===== src/fpc_defs.vh =====
`ifndef FPC_DEFS_VH
`define FPC_DEFS_VH

// APB register byte offsets
`define FPC_OFF_STATUS 12'h000
`define FPC_OFF_SET 12'h004
`define FPC_OFF_CLR 12'h008
`define FPC_OFF_BATT 12'h00c
`define FPC_OFF_CHGCNT 12'h010

// Function bit positions
`define FPC_F_GND_INH 0
`define FPC_F_ONE_SHOT 1
`define FPC_F_REM_LOCK 2
`define FPC_F_INRUSH_INH 3
`define FPC_F_BATT_TEST 4
`define FPC_F_SLOW_ONLY 5
`define FPC_F_ALT1 6
`define FPC_F_ALT3 8
`define FPC_NFUNC 9

// Status register fields
`define FPC_ST_TAG 9
`define FPC_ST_TAG_SUP 10
`define FPC_ST_BATT_FAULT 11
`define FPC_ST_CHG_MODE 12
`define FPC_ST_PSAVE 13

// Reset values
`define FPC_FUNC_RST 9'h000

// Supervisory link index that addresses the live-work tag
`define FPC_SUP_TAG_IDX 4'h9

// Timing
`define FPC_CLK_MHZ 200
`define FPC_CHG_WIN_S 10
`define FPC_DRAIN_MS 200
`define FPC_SETTLE_MS 500
`define FPC_LOAD_MS 1000

// Battery thresholds in millivolts
`define FPC_DROP_MAX_MV 16'h07d0
`define FPC_LOW_MV 16'h55f0

// Trip curve selection codes
`define FPC_CRV_NORMAL 3'h0
`define FPC_CRV_FIRST 3'h1
`define FPC_CRV_SLOW 3'h2
`define FPC_CRV_TAG 3'h3
`define FPC_CRV_INRUSH 3'h4

`endif


===== src/fpc_batt_seq.v =====
`timescale 1ns/10ps
`default_nettype none
`include "fpc_defs.vh"

module fpc_batt_seq #(
  parameter DRAIN_CYC = 32'd40000000,
  parameter SETTLE_CYC = 32'd100000000,
  parameter LOAD_CYC = 32'd200000000
) (
  input wire clk,
  input wire rstN,
  input wire start,
  input wire [15:0] voltMv,
  output reg busy,
  output reg drainOn,
  output reg loadOn,
  output reg done,
  output reg fail,
  output reg [15:0] settledMv,
  output reg [15:0] loadedMv
);
  localparam IDLE = 2'h0;
  localparam DRAIN = 2'h1;
  localparam SETTLE = 2'h2;
  localparam LOAD = 2'h3;

  reg [1:0] state_r;
  reg [31:0] cnt_r;
  wire cntEnd;
  wire [15:0] drop;

  assign cntEnd = (cnt_r == 32'h0);
  assign drop = settledMv - voltMv;

  always @(posedge clk or negedge rstN) begin
    if (!rstN) begin
      state_r <= IDLE;
      cnt_r <= 32'h0;
      busy <= 1'b0;
      drainOn <= 1'b0;
      loadOn <= 1'b0;
      done <= 1'b0;
      fail <= 1'b0;
      settledMv <= 16'h0;
      loadedMv <= 16'h0;
    end else begin
      done <= 1'b0;
      if (!cntEnd) begin
        cnt_r <= cnt_r - 32'h1;
      end
      case (state_r)
        IDLE: begin
          if (start) begin
            state_r <= DRAIN;
            cnt_r <= DRAIN_CYC - 32'h1;
            busy <= 1'b1;
            drainOn <= 1'b1;
          end
        end
        DRAIN: begin
          if (cntEnd) begin
            state_r <= SETTLE;
            cnt_r <= SETTLE_CYC - 32'h1;
            drainOn <= 1'b0;
          end
        end
        SETTLE: begin
          if (cntEnd) begin
            state_r <= LOAD;
            cnt_r <= LOAD_CYC - 32'h1;
            settledMv <= voltMv;
            loadOn <= 1'b1;
          end
        end
        LOAD: begin
          if (cntEnd) begin
            state_r <= IDLE;
            loadOn <= 1'b0;
            busy <= 1'b0;
            done <= 1'b1;
            loadedMv <= voltMv;
            fail <= (settledMv > voltMv) && (drop > `FPC_DROP_MAX_MV);
          end
        end
        default: begin
          state_r <= IDLE;
        end
      endcase
    end
  end
endmodule

`default_nettype wire


===== src/fpc_front_panel.v =====
// Decided for this implementation: the address map and the APB register port.
`timescale 1ns/10ps
`default_nettype none
`include "fpc_defs.vh"

module fpc_front_panel #(
  parameter CHG_WIN_CYC = `FPC_CHG_WIN_S * `FPC_CLK_MHZ * 1000000,
  parameter DRAIN_CYC = `FPC_DRAIN_MS * `FPC_CLK_MHZ * 1000,
  parameter SETTLE_CYC = `FPC_SETTLE_MS * `FPC_CLK_MHZ * 1000,
  parameter LOAD_CYC = `FPC_LOAD_MS * `FPC_CLK_MHZ * 1000
) (
  input wire clk,
  input wire rst_n,
  input wire psel,
  input wire penable,
  input wire pwrite,
  input wire [11:0] paddr,
  input wire [31:0] pwdata,
  output reg [31:0] prdata,
  output wire pready,
  output reg pslverr,
  input wire [8:0] funcKeyPin,
  input wire changeKeyPin,
  input wire tagSwitchPin,
  input wire tripKeyPin,
  input wire closeKeyPin,
  input wire [8:0] discSetPin,
  input wire [8:0] discClrPin,
  input wire powerSave,
  input wire supCmdValid,
  input wire supCmdSet,
  input wire [3:0] supCmdIdx,
  input wire [15:0] battVoltMv,
  input wire remoteCloseReq,
  input wire autoCloseReq,
  output reg [8:0] funcLamp,
  output reg tagLamp,
  output reg battFaultLamp,
  output reg chgModeLamp,
  output reg gndTripInhibit,
  output reg reclosingBlocked,
  output reg oneTripLockout,
  output reg [2:0] curveSel,
  output reg [1:0] profileSel,
  output reg useInrush,
  output reg tripCmd,
  output reg closeCmd,
  output wire battDrainOn,
  output wire battLoadOn
);
  localparam NPIN = 31;
  localparam [31:0] WIN_CYC = CHG_WIN_CYC;

  // Reset release
  reg [1:0] rstPipe_r;
  wire rstN;
  always @(posedge clk or negedge rst_n) begin
    if (!rst_n) begin
      rstPipe_r <= 2'h0;
    end else begin
      rstPipe_r <= {rstPipe_r[0], 1'b1};
    end
  end
  assign rstN = rstPipe_r[1];

  // Pin synchronisers and edge detection
  wire [NPIN-1:0] pinRaw;
  reg [NPIN-1:0] pinS1_r;
  reg [NPIN-1:0] pinS2_r;
  reg [NPIN-1:0] pinS3_r;
  wire [NPIN-1:0] pinRise;
  wire [NPIN-1:0] pinFall;
  assign pinRaw = {discClrPin, discSetPin, closeKeyPin, tripKeyPin, tagSwitchPin, changeKeyPin, funcKeyPin};

  genvar g;
  generate
    for (g = 0; g < NPIN; g = g + 1) begin : gSync
      always @(posedge clk or negedge rstN) begin
        if (!rstN) begin
          pinS1_r[g] <= 1'b0;
          pinS2_r[g] <= 1'b0;
          pinS3_r[g] <= 1'b0;
        end else begin
          pinS1_r[g] <= pinRaw[g];
          pinS2_r[g] <= pinS1_r[g];
          pinS3_r[g] <= pinS2_r[g];
        end
      end
      assign pinRise[g] = pinS2_r[g] & ~pinS3_r[g];
      assign pinFall[g] = ~pinS2_r[g] & pinS3_r[g];
    end
  endgenerate

  wire [8:0] keyPress;
  wire changePress;
  wire tagUp;
  wire tagDown;
  wire tripPress;
  wire closePress;
  wire [8:0] discSet;
  wire [8:0] discClr;
  assign keyPress = pinRise[8:0];
  assign changePress = pinRise[9];
  assign tagUp = pinRise[10];
  assign tagDown = pinFall[10];
  assign tripPress = pinRise[11];
  assign closePress = pinRise[12];
  assign discSet = pinRise[21:13];
  assign discClr = pinRise[30:22];

  // State
  reg [8:0] func_r;
  reg chgMode_r;
  reg [31:0] chgCnt_r;
  reg tagOn_r;
  reg tagSup_r;
  reg battFault_r;
  wire remLock;
  wire battBusy;
  wire battDone;
  wire battFail;
  wire [15:0] settledMv;
  wire [15:0] loadedMv;
  assign remLock = func_r[`FPC_F_REM_LOCK];

  // Local selection: lowest key pressed inside the change window
  reg [8:0] localPick;
  integer i;
  always @* begin
    localPick = 9'h000;
    for (i = `FPC_NFUNC - 1; i >= 0; i = i - 1) begin
      if (keyPress[i]) begin
        localPick = 9'h000;
        localPick[i] = 1'b1;
      end
    end
    if (!chgMode_r) begin
      localPick = 9'h000;
    end
  end

  // APB decode
  wire apbWr;
  wire apbRd;
  wire hitSet;
  wire hitClr;
  wire mapped;
  assign apbWr = psel & penable & pwrite;
  assign apbRd = psel & ~pwrite;
  assign hitSet = apbWr && (paddr == `FPC_OFF_SET);
  assign hitClr = apbWr && (paddr == `FPC_OFF_CLR);
  assign mapped = (paddr == `FPC_OFF_STATUS) || (paddr == `FPC_OFF_SET) || (paddr == `FPC_OFF_CLR)
    || (paddr == `FPC_OFF_BATT) || (paddr == `FPC_OFF_CHGCNT);
  assign pready = 1'b1;

  // Remote requests; link and software drop out under remote lockout
  wire [8:0] supSet;
  wire [8:0] supClr;
  wire supOk;
  wire [8:0] pcSet;
  wire [8:0] pcClr;
  wire [8:0] remSet;
  wire [8:0] remClr;
  wire [8:0] lockMask;
  assign supOk = supCmdValid & ~remLock & (supCmdIdx < 4'h9);
  assign supSet = (supOk & supCmdSet) ? (9'h001 << supCmdIdx) : 9'h000;
  assign supClr = (supOk & ~supCmdSet) ? (9'h001 << supCmdIdx) : 9'h000;
  assign pcSet = (hitSet & ~remLock) ? pwdata[8:0] : 9'h000;
  assign pcClr = (hitClr & ~remLock) ? pwdata[8:0] : 9'h000;
  assign lockMask = ~(9'h001 << `FPC_F_REM_LOCK);
  assign remSet = (supSet | pcSet | discSet) & lockMask;
  assign remClr = (supClr | pcClr | discClr) & lockMask;

  // Combined set/clear; a local key other than the battery test key toggles its function
  wire [8:0] setReq;
  wire [8:0] clrReq;
  assign setReq = remSet | (localPick & ~func_r);
  assign clrReq = remClr | (localPick & func_r);

  wire battStart;
  assign battStart = setReq[`FPC_F_BATT_TEST] & ~battBusy;

  reg [8:0] func_nxt;
  reg [2:0] altPick;
  always @* begin
    func_nxt = (func_r & ~clrReq) | setReq;
    func_nxt[`FPC_F_BATT_TEST] = 1'b0;
    altPick = 3'h0;
    if (setReq[`FPC_F_ALT1]) begin
      altPick = 3'h1;
    end else if (setReq[`FPC_F_ALT1 + 1]) begin
      altPick = 3'h2;
    end else if (setReq[`FPC_F_ALT3]) begin
      altPick = 3'h4;
    end
    if (altPick != 3'h0) begin
      func_nxt[`FPC_F_ALT3:`FPC_F_ALT1] = altPick;
    end else begin
      func_nxt[`FPC_F_ALT3:`FPC_F_ALT1] = func_r[`FPC_F_ALT3:`FPC_F_ALT1] & ~clrReq[`FPC_F_ALT3:`FPC_F_ALT1];
    end
  end

  always @(posedge clk or negedge rstN) begin
    if (!rstN) begin
      func_r <= `FPC_FUNC_RST;
    end else begin
      func_r <= func_nxt;
    end
  end

  // Change mode window
  always @(posedge clk or negedge rstN) begin
    if (!rstN) begin
      chgMode_r <= 1'b0;
      chgCnt_r <= 32'h0;
    end else if (changePress) begin
      chgMode_r <= 1'b1;
      chgCnt_r <= WIN_CYC - 32'h1;
    end else if (chgMode_r) begin
      if (localPick != 9'h000) begin
        chgMode_r <= 1'b0;
      end else if (chgCnt_r == 32'h0) begin
        chgMode_r <= 1'b0;
      end else begin
        chgCnt_r <= chgCnt_r - 32'h1;
      end
    end
  end

  // Live-work tag with source ownership
  wire supTagSet;
  wire supTagClr;
  assign supTagSet = supCmdValid & ~remLock & supCmdSet & (supCmdIdx == `FPC_SUP_TAG_IDX);
  assign supTagClr = supCmdValid & ~remLock & ~supCmdSet & (supCmdIdx == `FPC_SUP_TAG_IDX);
  always @(posedge clk or negedge rstN) begin
    if (!rstN) begin
      tagOn_r <= 1'b0;
      tagSup_r <= 1'b0;
    end else if (!tagOn_r) begin
      if (tagUp) begin
        tagOn_r <= 1'b1;
        tagSup_r <= 1'b0;
      end else if (supTagSet) begin
        tagOn_r <= 1'b1;
        tagSup_r <= 1'b1;
      end
    end else if (tagSup_r ? supTagClr : tagDown) begin
      tagOn_r <= 1'b0;
      tagSup_r <= 1'b0;
    end
  end

  // Battery fault flag; setting wins over the clearing test result
  wire lowVolt;
  assign lowVolt = battVoltMv < `FPC_LOW_MV;
  always @(posedge clk or negedge rstN) begin
    if (!rstN) begin
      battFault_r <= 1'b0;
    end else if ((battDone & battFail) | lowVolt) begin
      battFault_r <= 1'b1;
    end else if (battDone) begin
      battFault_r <= 1'b0;
    end
  end

  fpc_batt_seq #(
    .DRAIN_CYC(DRAIN_CYC),
    .SETTLE_CYC(SETTLE_CYC),
    .LOAD_CYC(LOAD_CYC)
  ) uBatt (
    .clk(clk),
    .rstN(rstN),
    .start(battStart),
    .voltMv(battVoltMv),
    .busy(battBusy),
    .drainOn(battDrainOn),
    .loadOn(battLoadOn),
    .done(battDone),
    .fail(battFail),
    .settledMv(settledMv),
    .loadedMv(loadedMv)
  );

  // Protection controls and lamps
  wire [8:0] funcView;
  reg [2:0] curve_nxt;
  reg [1:0] prof_nxt;
  assign funcView = {func_r[8:5], battBusy, func_r[3:0]};
  always @* begin
    if (tagOn_r) begin
      curve_nxt = `FPC_CRV_TAG;
    end else if (func_r[`FPC_F_SLOW_ONLY]) begin
      curve_nxt = `FPC_CRV_SLOW;
    end else if (func_r[`FPC_F_ONE_SHOT]) begin
      curve_nxt = `FPC_CRV_FIRST;
    end else if (!func_r[`FPC_F_INRUSH_INH]) begin
      curve_nxt = `FPC_CRV_INRUSH;
    end else begin
      curve_nxt = `FPC_CRV_NORMAL;
    end
    prof_nxt = 2'h0;
    if (func_r[`FPC_F_ALT1]) begin
      prof_nxt = 2'h1;
    end else if (func_r[`FPC_F_ALT1 + 1]) begin
      prof_nxt = 2'h2;
    end else if (func_r[`FPC_F_ALT3]) begin
      prof_nxt = 2'h3;
    end
  end

  always @(posedge clk or negedge rstN) begin
    if (!rstN) begin
      funcLamp <= 9'h000;
      tagLamp <= 1'b0;
      battFaultLamp <= 1'b0;
      chgModeLamp <= 1'b0;
      gndTripInhibit <= 1'b0;
      reclosingBlocked <= 1'b0;
      oneTripLockout <= 1'b0;
      curveSel <= `FPC_CRV_NORMAL;
      profileSel <= 2'h0;
      useInrush <= 1'b0;
      tripCmd <= 1'b0;
      closeCmd <= 1'b0;
    end else begin
      funcLamp <= powerSave ? 9'h000 : funcView;
      tagLamp <= tagOn_r;
      battFaultLamp <= battFault_r;
      chgModeLamp <= chgMode_r;
      gndTripInhibit <= func_r[`FPC_F_GND_INH];
      reclosingBlocked <= func_r[`FPC_F_ONE_SHOT] | tagOn_r;
      oneTripLockout <= func_r[`FPC_F_ONE_SHOT] | tagOn_r;
      curveSel <= curve_nxt;
      profileSel <= prof_nxt;
      useInrush <= ~func_r[`FPC_F_INRUSH_INH] & ~tagOn_r;
      tripCmd <= tripPress;
      closeCmd <= (closePress | remoteCloseReq | (autoCloseReq & ~func_r[`FPC_F_ONE_SHOT])) & ~tagOn_r;
    end
  end

  // APB read data, registered at the setup cycle
  always @(posedge clk or negedge rstN) begin
    if (!rstN) begin
      prdata <= 32'h0;
      pslverr <= 1'b0;
    end else begin
      pslverr <= psel & ~penable & ~mapped;
      prdata <= 32'h0;
      if (apbRd & ~penable) begin
        case (paddr)
          `FPC_OFF_STATUS: begin
            prdata <= {18'h0, powerSave, chgMode_r, battFault_r, tagSup_r, tagOn_r, funcView};
          end
          `FPC_OFF_BATT: begin
            prdata <= {loadedMv, settledMv};
          end
          `FPC_OFF_CHGCNT: begin
            prdata <= chgCnt_r;
          end
          default: begin
            prdata <= 32'h0;
          end
        endcase
      end else if (psel & penable) begin
        prdata <= prdata;
      end
    end
  end
endmodule

`default_nettype wire


===== config.mk =====
export PLATFORM = sky130hd
export DESIGN_NAME = fpc_front_panel
export DESIGN_NICKNAME = d
export VERILOG_FILES = /design/src/fpc_batt_seq.v /design/src/fpc_front_panel.v
export VERILOG_INCLUDE_DIRS = /design/src
export SDC_FILE = /design/constraint.sdc
export NUM_CORES = 1
export LEC_CHECK = 0
export BUFFER_PORTS_ARGS = -buffer_cell sky130_fd_sc_hd__buf_2
export CAP_MARGIN = 15
export CELL_PAD_IN_SITES_DETAIL_PLACEMENT = 1
export CELL_PAD_IN_SITES_GLOBAL_PLACEMENT = 2
export CORE_UTILIZATION = 37
export DETAILED_ROUTE_END_ITERATION = 8
export GPL_ROUTABILITY_DRIVEN = 0
export GPL_TIMING_DRIVEN = 1
export PLACE_DENSITY_LB_ADDON = 0.1
export SLEW_MARGIN = 20
export SYNTH_ARGS = -nofsm -noshare
export SYNTH_HDL_FRONTEND = slang
export SYNTH_SLANG_ARGS = --single-unit

===== constraint.sdc =====
create_clock -name clk -period 8.4 [get_ports clk]
set_clock_uncertainty 0.1 [all_clocks]
set_input_delay 1.26 -clock clk [delete_from_list [all_inputs] [get_ports clk]]
set_output_delay 1.26 -clock clk [all_outputs]
set_load 0.005 [all_outputs]

Word-level counts from Yosys, hierarchy flattened
Index checks and enable logic that the tools add are counted.
- add/sub/neg operators: 3
- muxes and demuxes: 66
- bitwise gates (word level): 112
- order comparisons: 4
- reduce and logical (&&, ||, !) cells: 27
- equality and inequality tests: 16
- shifts and indexed selects: 1
- operator list (kind ; number):
    2-to-1 mux 32 bit ; 10
    one-hot mux 32 bit (3 select lines) ; 2
    2-to-1 mux 9 bit ; 15
    logical NOT 32 bit ; 2
    subtractor 32 x 1 -> 32 bit, second input constant ; 2
    bitwise OR 9 bit ; 6
    AND 1 bit ; 53
    NOT 1 bit ; 41
    equality test 12 x 4 -> 1 bit, second input constant ; 2
    2-to-1 mux 3 bit ; 8
    2-to-1 mux 1 bit ; 20
    AND 9 bit ; 2
    > comparator 16 x 11 -> 1 bit, second input constant ; 1
    > comparator 16 bit ; 1
    < comparator 16 x 15 -> 1 bit, second input constant ; 1
    subtractor 16 bit ; 1
    2-to-1 mux 2 bit ; 7
    equality test 12 x 3 -> 1 bit, second input constant ; 1
    equality test 12 x 5 -> 1 bit, second input constant ; 1
    logical NOT 12 bit ; 1
    AND reduction 3 bit ; 4
    inequality test 2 x 1 -> 1 bit, second input constant ; 5
    nonzero test 2 bit ; 5
    NOT 9 bit ; 1
    other kinds (21) ; 37
- register bits: 265
- bits of input ports: 105
- logic and storage cells: 351
- output and inout bits: 59

Longest topological paths before layout
Gate-level depths: netlist (run 1).
- depth in word-level cells: 19
- depth in mapped cells: 12
- mapped depth without buffers: 10

Modules after synthesis
From an unflattened synthesis (run 1), not the netlist that was laid out.
- cell total of the unflattened synthesis: 1099
- area, all modules: 11433.5 sq um
- by module, submodules not included (module ; area each (sq um) ; seq. area each (sq um) ; instances ; cells an instance):
    fpc_front_panel ; 7300.8 ; 4629.4 ; 1 ; 636
    fpc_batt_seq ; 4132.7 ; 1776.7 ; 1 ; 463

Least setup slack after synthesis (run 1)
No wires, ideal clock.
- path type: input-to-reg
- start: input port battVoltMv[9]
- end: register uBatt.fail
- buffers on the path: 1
- stages on the path: 10
- data required time: 8.158 ns
- path slack: 4.905 ns
- setup time: 0.142 ns
- arrival: 3.253 ns
- cell sequence: inv_1 -> ha_1 -> clkbuf_1 -> a21o_1 -> a21o_1 -> a221oi_1 -> a21boi_0 -> o31a_1 -> o311ai_0 -> a22oi_1
- longest elaborated chain between the ends: 3
- elaborated cells between the ends (all ways): 4
- those cells by class: add/sub: 1; order compare: 2; reduce/logical: 1
- RTL lines (what ; RTL line ; RTL):
    start, declared ; fpc_front_panel.v:33 ; input wire [15:0] battVoltMv,
    subtractor 16 bit ; fpc_batt_seq.v:33 ; assign drop = settledMv - voltMv;
    > comparator 16 x 11 -> 1 bit (no source line) ; n/a ;
    logical AND 1 bit (*) ; fpc_batt_seq.v:82 ; fail <= (settledMv > voltMv) && (drop > `FPC_DROP_MAX_MV);
    end signal, assigned ; fpc_batt_seq.v:82 ;
    end, declared ; fpc_batt_seq.v:18 ; output reg fail,
Mark *: on every way between the ends. The rest lies on a longest branch, timed or not.
A chain may end at the register's enable or synchronous reset.

Worst setup path in the final report (run 1)
- start: input port psel
- end: register uBatt.cnt_r[31]
- longest elaborated chain between the ends: 11
- RTL lines (what ; RTL line ; RTL):
    start, declared ; fpc_front_panel.v:14 ; input wire psel,
    AND 1 bit (2 in a row) ; fpc_front_panel.v:148 ; assign apbWr = psel & penable & pwrite;
    logical AND 1 bit ; fpc_front_panel.v:150 ; assign hitSet = apbWr && (paddr == `FPC_OFF_SET);
    AND 1 bit ; fpc_front_panel.v:168 ; assign pcSet = (hitSet & ~remLock) ? pwdata[8:0] : 9'h000;
    2-to-1 mux 9 bit ; fpc_front_panel.v:168 ;
    bitwise OR 9 bit (2 in a row) ; fpc_front_panel.v:171 ; assign remSet = (supSet | pcSet | discSet) & lockMask;
    bitwise OR 9 bit ; fpc_front_panel.v:177 ; assign setReq = remSet | (localPick & ~func_r);
    AND 1 bit ; fpc_front_panel.v:181 ; assign battStart = setReq[`FPC_F_BATT_TEST] & ~battBusy;
    2-to-1 mux 32 bit ; fpc_batt_seq.v:53 ; if (start) begin
    one-hot mux 32 bit (3 select lines) ; fpc_batt_seq.v:51 ; case (state_r)
    end signal, assigned ; fpc_batt_seq.v:49 ; cnt_r <= cnt_r - 32'h1;
    end signal, assigned ; fpc_batt_seq.v:55 ; cnt_r <= DRAIN_CYC - 32'h1;
    end signal, assigned ; fpc_batt_seq.v:63 ; cnt_r <= SETTLE_CYC - 32'h1;
    end, declared ; fpc_batt_seq.v:28 ; reg [31:0] cnt_r;
Every way passes these cells.

==> results of run 1 <==
[layout by cell type, fill, tap and decap left out, types with 4 or more instances in the layout]
master     netlist  final
xor2_1          21     21
dfrtp_1        256    255
or2_2            5      5
nor4_1          16     16
buf_4            2      7
and3_1          11     11
nor3b_1          4      4
o311ai_0         4      4
buf_2            1    135
clkbuf_8         1      6
a21oi_1         48     48
xnor2_1         37     37
nor2_1          89     89
nand3_1         19     19
clkbuf_1        38      6
a22oi_1         22     22
o22ai_1          6      6
o21a_1           6      6
nor2b_1         22     22
nand2_1        119    119
nand3b_1         8      8
or4_1           11     11
nand4_1          9      9
or3_1           13     13
nand2b_1        16     16
clkbuf_16        0     30
a211oi_1         7      7
mux2i_1         17     17
inv_1           52     52
a221oi_1         5      5
ha_1            24     24
o21ai_0        101    100
nor3_1          28     27
a21o_1          12     12
clkinv_2         0      8
[layout make-up]
class	count	area [sq um]	area share [%]
Sequential cell	256	6410	47.8
Tap cell	390	488	3.64
Inverter	52	195	1.46
Multi-Input combinational cell	749	4600	34.3
Clock inverter	12	125	0.933
Clock buffer	42	856	6.38
Timing Repair Buffer	143	739	5.51
[registers in the layout, indices dropped and copies added (netlist names), 3 cells and up]
| signal | flops |
|---|---|
| uBatt.cnt_r | 32 |
| pinS2_r | 28 |
| chgCnt_r | 32 |
| curveSel | 3 |
| uBatt.settledMv | 16 |
| prdata | 32 |
| pinS1_r | 28 |
| pinS3_r | 28 |
| funcLamp | 9 |
| uBatt.loadedMv | 16 |
| func_r | 8 |
[worst max path at each step]
stage	start	to	slack, ns	cells past startpoint
2_1_floorplan	rstPipe_r[1]	battFaultLamp	0.64	0
3_5_place_dp	psel	uBatt.cnt_r[31]	4.17	9
5_1_grt	psel	uBatt.cnt_r[29]	4.45	9
6_report	psel	uBatt.cnt_r[31]	4.69	9
3_3_place_gp	penable	uBatt.cnt_r[31]	4.22	9
4_1_cts	chgCnt_r[17]	chgCnt_r[15]	4.70	7
[layer usage]
metal,wire [um],track usage [%],vias up
met5,0,0,-
met3,1040,2.53,31
li1,-,-,4120
met4,505,3.81,0
met2,14800,33.6,134
met1,16000,31.2,4334
[power breakdown]
part	switching, W	leakage, nW	internal, W
registers	0.0000432	2.87	0.00128
clock network	0.000517	0.490	0.000768
logic	0.000104	2.46	0.0000750
total	0.000665	5.82	0.00212
[worst max-delay path, stage by stage]
cell and delay, ns:
buf_2 0.10, and2_1 0.13, buf_4 0.36, nand3b_1 0.18, or4_1 0.51, a31oi_2 0.49
o21ai_0 0.24, a21oi_1 0.59, nor2_1 0.12
[stage by stage]
| stage | worst slack, ns | cells | instance area [sq um] | utilization, % |
|---|---|---|---|---|
| after floorplan | 0.637 | 1102 | 11400 | - |
| after global placement | 4.22 | 1590 | 12400 | 41.5 |
| after global routing | 4.45 | 1644 | 13400 | 44.8 |
| after CTS | 4.70 | 1644 | 13400 | 44.7 |
| final | 4.69 | 1644 | 13400 | 44.8 |
| after detailed placement | 4.17 | 1590 | 12400 | 41.5 |
[cells by family (layout without fill, tap and decap cells)]
logic type | after synthesis | in the layout | share of synthesized area [%]
XOR/XNOR | 58 | 58 | 4.46
flip-flops | 256 | 256 | 56.2
buffers and inverters | 97 | 249 | 3.49
multiplexers | 19 | 19 | 1.69
adder cells (fa/ha/maj) | 25 | 25 | 2.81
AND/OR/NAND/NOR | 395 | 395 | 17.6
other | 1 | 2 | 0.0329
AO/OA/AOI/OAI | 250 | 250 | 13.7
==> impl_metrics.toml, run 1 <==
[timing]
slew_violations = 0
tightest_slew_ns = 1.01
period_needed_ns = 3.71
setup_violations = 0
fmax_mhz = 270
tns_ns = 0
hold_viol_final = 0
rsz0062_at_grt = "false"
timing.hold.ws_ns = 0.244
max_slew_margin_pct = 32.1
fin_crit_sh_pct = 44.1

[global_routing]
grt_pass1_wl_um = 51800
grt_max_degree = 81
gr-total-overflow = 0
grt_usage_pct = 21.2
antenna_found_initial = 0
grt_pass1_vias = 9048

[placed_design]
port-buffer-count = 135
dpl.hpwl_um = 23500

[floorplan]
die_w_um = 177
start_util_pct = 38.0
std_cell_rows = 63
coreArea_sq_um = 30000
io_pins = 164
die_h_um = 177
dieArea_sq_um = 31500

[logic_synthesis]
async_reset_ff_share_pct = 100
ys_top_cells_by_area = "dfrtp_1, o21ai_0, nand2_1"
synth_top_cell_area_share_pct = 56.2
ys_ff_latch = 256
ys.flop_type = "dfrtp_1"
yosysMostFrequentCell = "dfrtp_1"
synth_warnings = 0
yosysTopAreaCell = "dfrtp_1"
synth.yosys.seq_area_share_pct = 56.2
synth_area_per_cell_sq_um = 10.3
netlist_area_sq_um = 11400
syn_inst = 1101
synth_edf_count = 0
synth_cell_types = 77
synth_commonest_cells = "dfrtp_1, nand2_1, o21ai_0, nor2_1, inv_1"

[setup_path]
r2r_setup_slack_ns = 4.74
ff2ff_path_depth = 7
cp.arrival_ns = 4.00
worst-path-max-fanout = 33
worstPathRequired_ns = 8.69
startpoint_type = "input pin"
r2r-end = "chgCnt_r[15]"
reg2reg_from = "chgCnt_r[17]"
path_class = "input pin to flop"
cp-end-kind = "flop"

[power_and_ir_drop]
finalPower_w = 0.00279
power.leakage_nw = 5.82
pwr_density_cell_nw_per_um2 = 208
irDropWorstVdd_mv = 0.151

[clock_network]
h-tree-depth = 1
clock_sinks = 256
insertion_delay_ns = 0.56
clk_path_buf_depth = 3
cts_tree = "yes"
cts_root_buffer = "clkbuf_16"
clkTransAtPathRegs_ns = 0.06
post-cts-setup-buffers = 0
numCtsBuffers = 30
hold_buffers = 0
post_cts_resized = 0

[run]
cap_violations = 0

[final_layout]
num_antenna_cells = 0
fillers = 3380
drive_gt1_share_pct = 17.4
synthToLayoutAreaGrowth_pct = 17.8
fin_nets = 1362

[routing]
wire_per_inst_um = 19.7
route.detailed.drc = 0
vias = 8619
initialDrtViolationCount = 406
antenna_left = 0
dr.pass1.iters = 4
via_per_inst = 5.24
routed_wl_um = 32400

[worst_hold_path]
holdPathStages = 0
hold_start = "pinS1_r[3]"
hold_path.class = "flop to flop"
min_to = "pinS2_r[3]"

[status]
outcome = "finished, final reports clean"
Note: power is estimated with default switching activity, not from simulation.
==> run 2, diff against run 1 <==
- clock period: 8.4 -> 3.9 ns (I/O delays scaled with it)
==> impl_metrics.toml, run 2 (synthesis results as in run 1) <==
[status]
outcome = "finished, final reports clean"

[setup_path]
worstPathRequired_ns = 4.25
startpoint_type = "flop"
worst-path-max-fanout = 14
cp.arrival_ns = 3.40
cp-end-kind = "flop"
path_class = "flop to flop"

[final_layout]
layout.cells.most_common = "dfrtp_1"
reg_top3 = "chgCnt_r: 32 flops, prdata: 32 flops, uBatt.cnt_r: 32 flops"
fin_nets = 1369
final_cell_area_sq_um = 13500
num_antenna_cells = 0
synthToLayoutAreaGrowth_pct = 18.3
drive_gt1_share_pct = 17.5
final_cell_mix = "dfrtp_1, buf_2, nand2_1, o21ai_0, nor2_1"

[clock_network]
clk_path_buf_depth = 3
post-cts-setup-buffers = 0
cts_root_buffer = "clkbuf_16"
clkTransAtPathRegs_ns = 0.06
numCtsBuffers = 29
h-tree-depth = 1
cts_tree = "yes"
clock_sinks = 256
insertion_delay_ns = 0.55

[timing]
max_slew_margin_pct = 33.9
setup_violations = 0
period_needed_ns = 3.05
rsz0062_at_grt = "false"
finalWorstSetupSlack_ns = 0.849
tightest_slew_ns = 0.992
fin_crit_sh_pct = 78.2
hold_viol_final = 0
tns_ns = 0
slew_violations = 0
fmax_mhz = 328

[global_routing]
use_met1_pct = 30.2
gr-total-overflow = 0
grt_pass1_vias = 9167
grt_use_met3_pct = 2.38
busiest_layer = "met2"
grt_max_degree = 86
grt_pass1_wl_um = 51500
use_met2_pct = 34.1
grt_usage_pct = 21.1
antenna_found_initial = 0

[placed_design]
dpl.hpwl_um = 23500
place_area_sq_um = 12500
port-buffer-count = 135
place_ws_ns = 0.688

[power_and_ir_drop]
pwr_density_cell_nw_per_um2 = 442
power.leakage_nw = 5.85
irDropWorstVdd_mv = 0.291

[floorplan]
die_h_um = 177
coreArea_sq_um = 30000
start_util_pct = 38.0
dieArea_sq_um = 31500
die_w_um = 177
io_pins = 164
std_cell_rows = 63

[worst_hold_path]
hold_path.class = "input pin to flop"

[routing]
route.detailed.drc = 0
vias = 8722
antenna_left = 0
wire_per_inst_um = 19.4
initialDrtViolationCount = 425
via_per_inst = 5.29
routed_wl_um = 32000
dr.pass1.iters = 4

[run]
cap_violations = 0
-- run 2: area by class of cell --
type | count | area (sq um)
Fill cell | 3388 | 16500
Multi-Input combinational cell | 749 | 4600
Sequential cell | 256 | 6410
Inverter | 52 | 195
Clock buffer | 41 | 821
Timing Repair Buffer | 151 | 836
Tap cell | 390 | 488
Clock inverter | 9 | 124
-- run 2: path summary, 6_finish.rpt --
kind	startpoint	end	slack, ns	cells past startpoint
setup reg to reg	uBatt.cnt_r[12]	uBatt.cnt_r[19]	0.85	8
hold / removal	discSetPin[7]	pinS1_r[20]	0.04	1
max in group asynchronous	rstPipe_r[1]	pinS3_r[28]	2.48	1
min in group asynchronous	rst_n	rstPipe_r[1]	0.25	2
setup / recovery	uBatt.cnt_r[12]	uBatt.cnt_r[19]	0.85	8
hold reg to reg	pinS1_r[0]	pinS2_r[0]	0.24	0
-- run 2: per-layer routing --
| layer | routed length [um] | share of wire [%] | up-vias |
|---|---|---|---|
| met5 | 0 | 0 | - |
| met4 | 542 | 1.7 | 0 |
| met3 | 1070 | 3.3 | 43 |
| met2 | 14800 | 46 | 146 |
| met1 | 15600 | 49 | 4405 |
| li1 | - | - | 4128 |
-- run 2: power by group --
part / internal, W / total [W] / switching [W]
clock: 0.00165 / 0.00271 / 0.00106
combinational: 0.000166 / 0.000394 / 0.000228
sequential: 0.00276 / 0.00285 / 0.0000892
total: 0.00458 / 0.00595 / 0.00138
-- run 2: critical path: stages (launching register included) --
cell and delay [ns]:
dfrtp_1 0.42, or4_1 0.58, nor4b_2 0.42, and3_1 0.37, inv_1 0.26, nand4_1 0.38, nor3_1 0.11, xnor2_1 0.14
a22oi_1 0.18
-- run 2: repair_timing --
item,4_1_cts,5_1_grt
hold endpoints to repair,2,0
hold buffers,1,0
resized for setup,0,0
-- run 2: through the flow --
stage / std cells / total power (W) / util [%] / hold WS [ns]
6_report: 1648 / 0.00595 / 45.0 / 0.0388
3_3_place_gp: 1597 / 0.00329 / 41.8 / 0.233
2_1_floorplan: 1102 / 0.00310 / - / 0.189
4_1_cts: 1648 / 0.00605 / 45.0 / 0.0117
5_1_grt: 1648 / 0.00620 / 45.0 / 0.0154
3_5_place_dp: 1597 / 0.00330 / 41.8 / 0.236
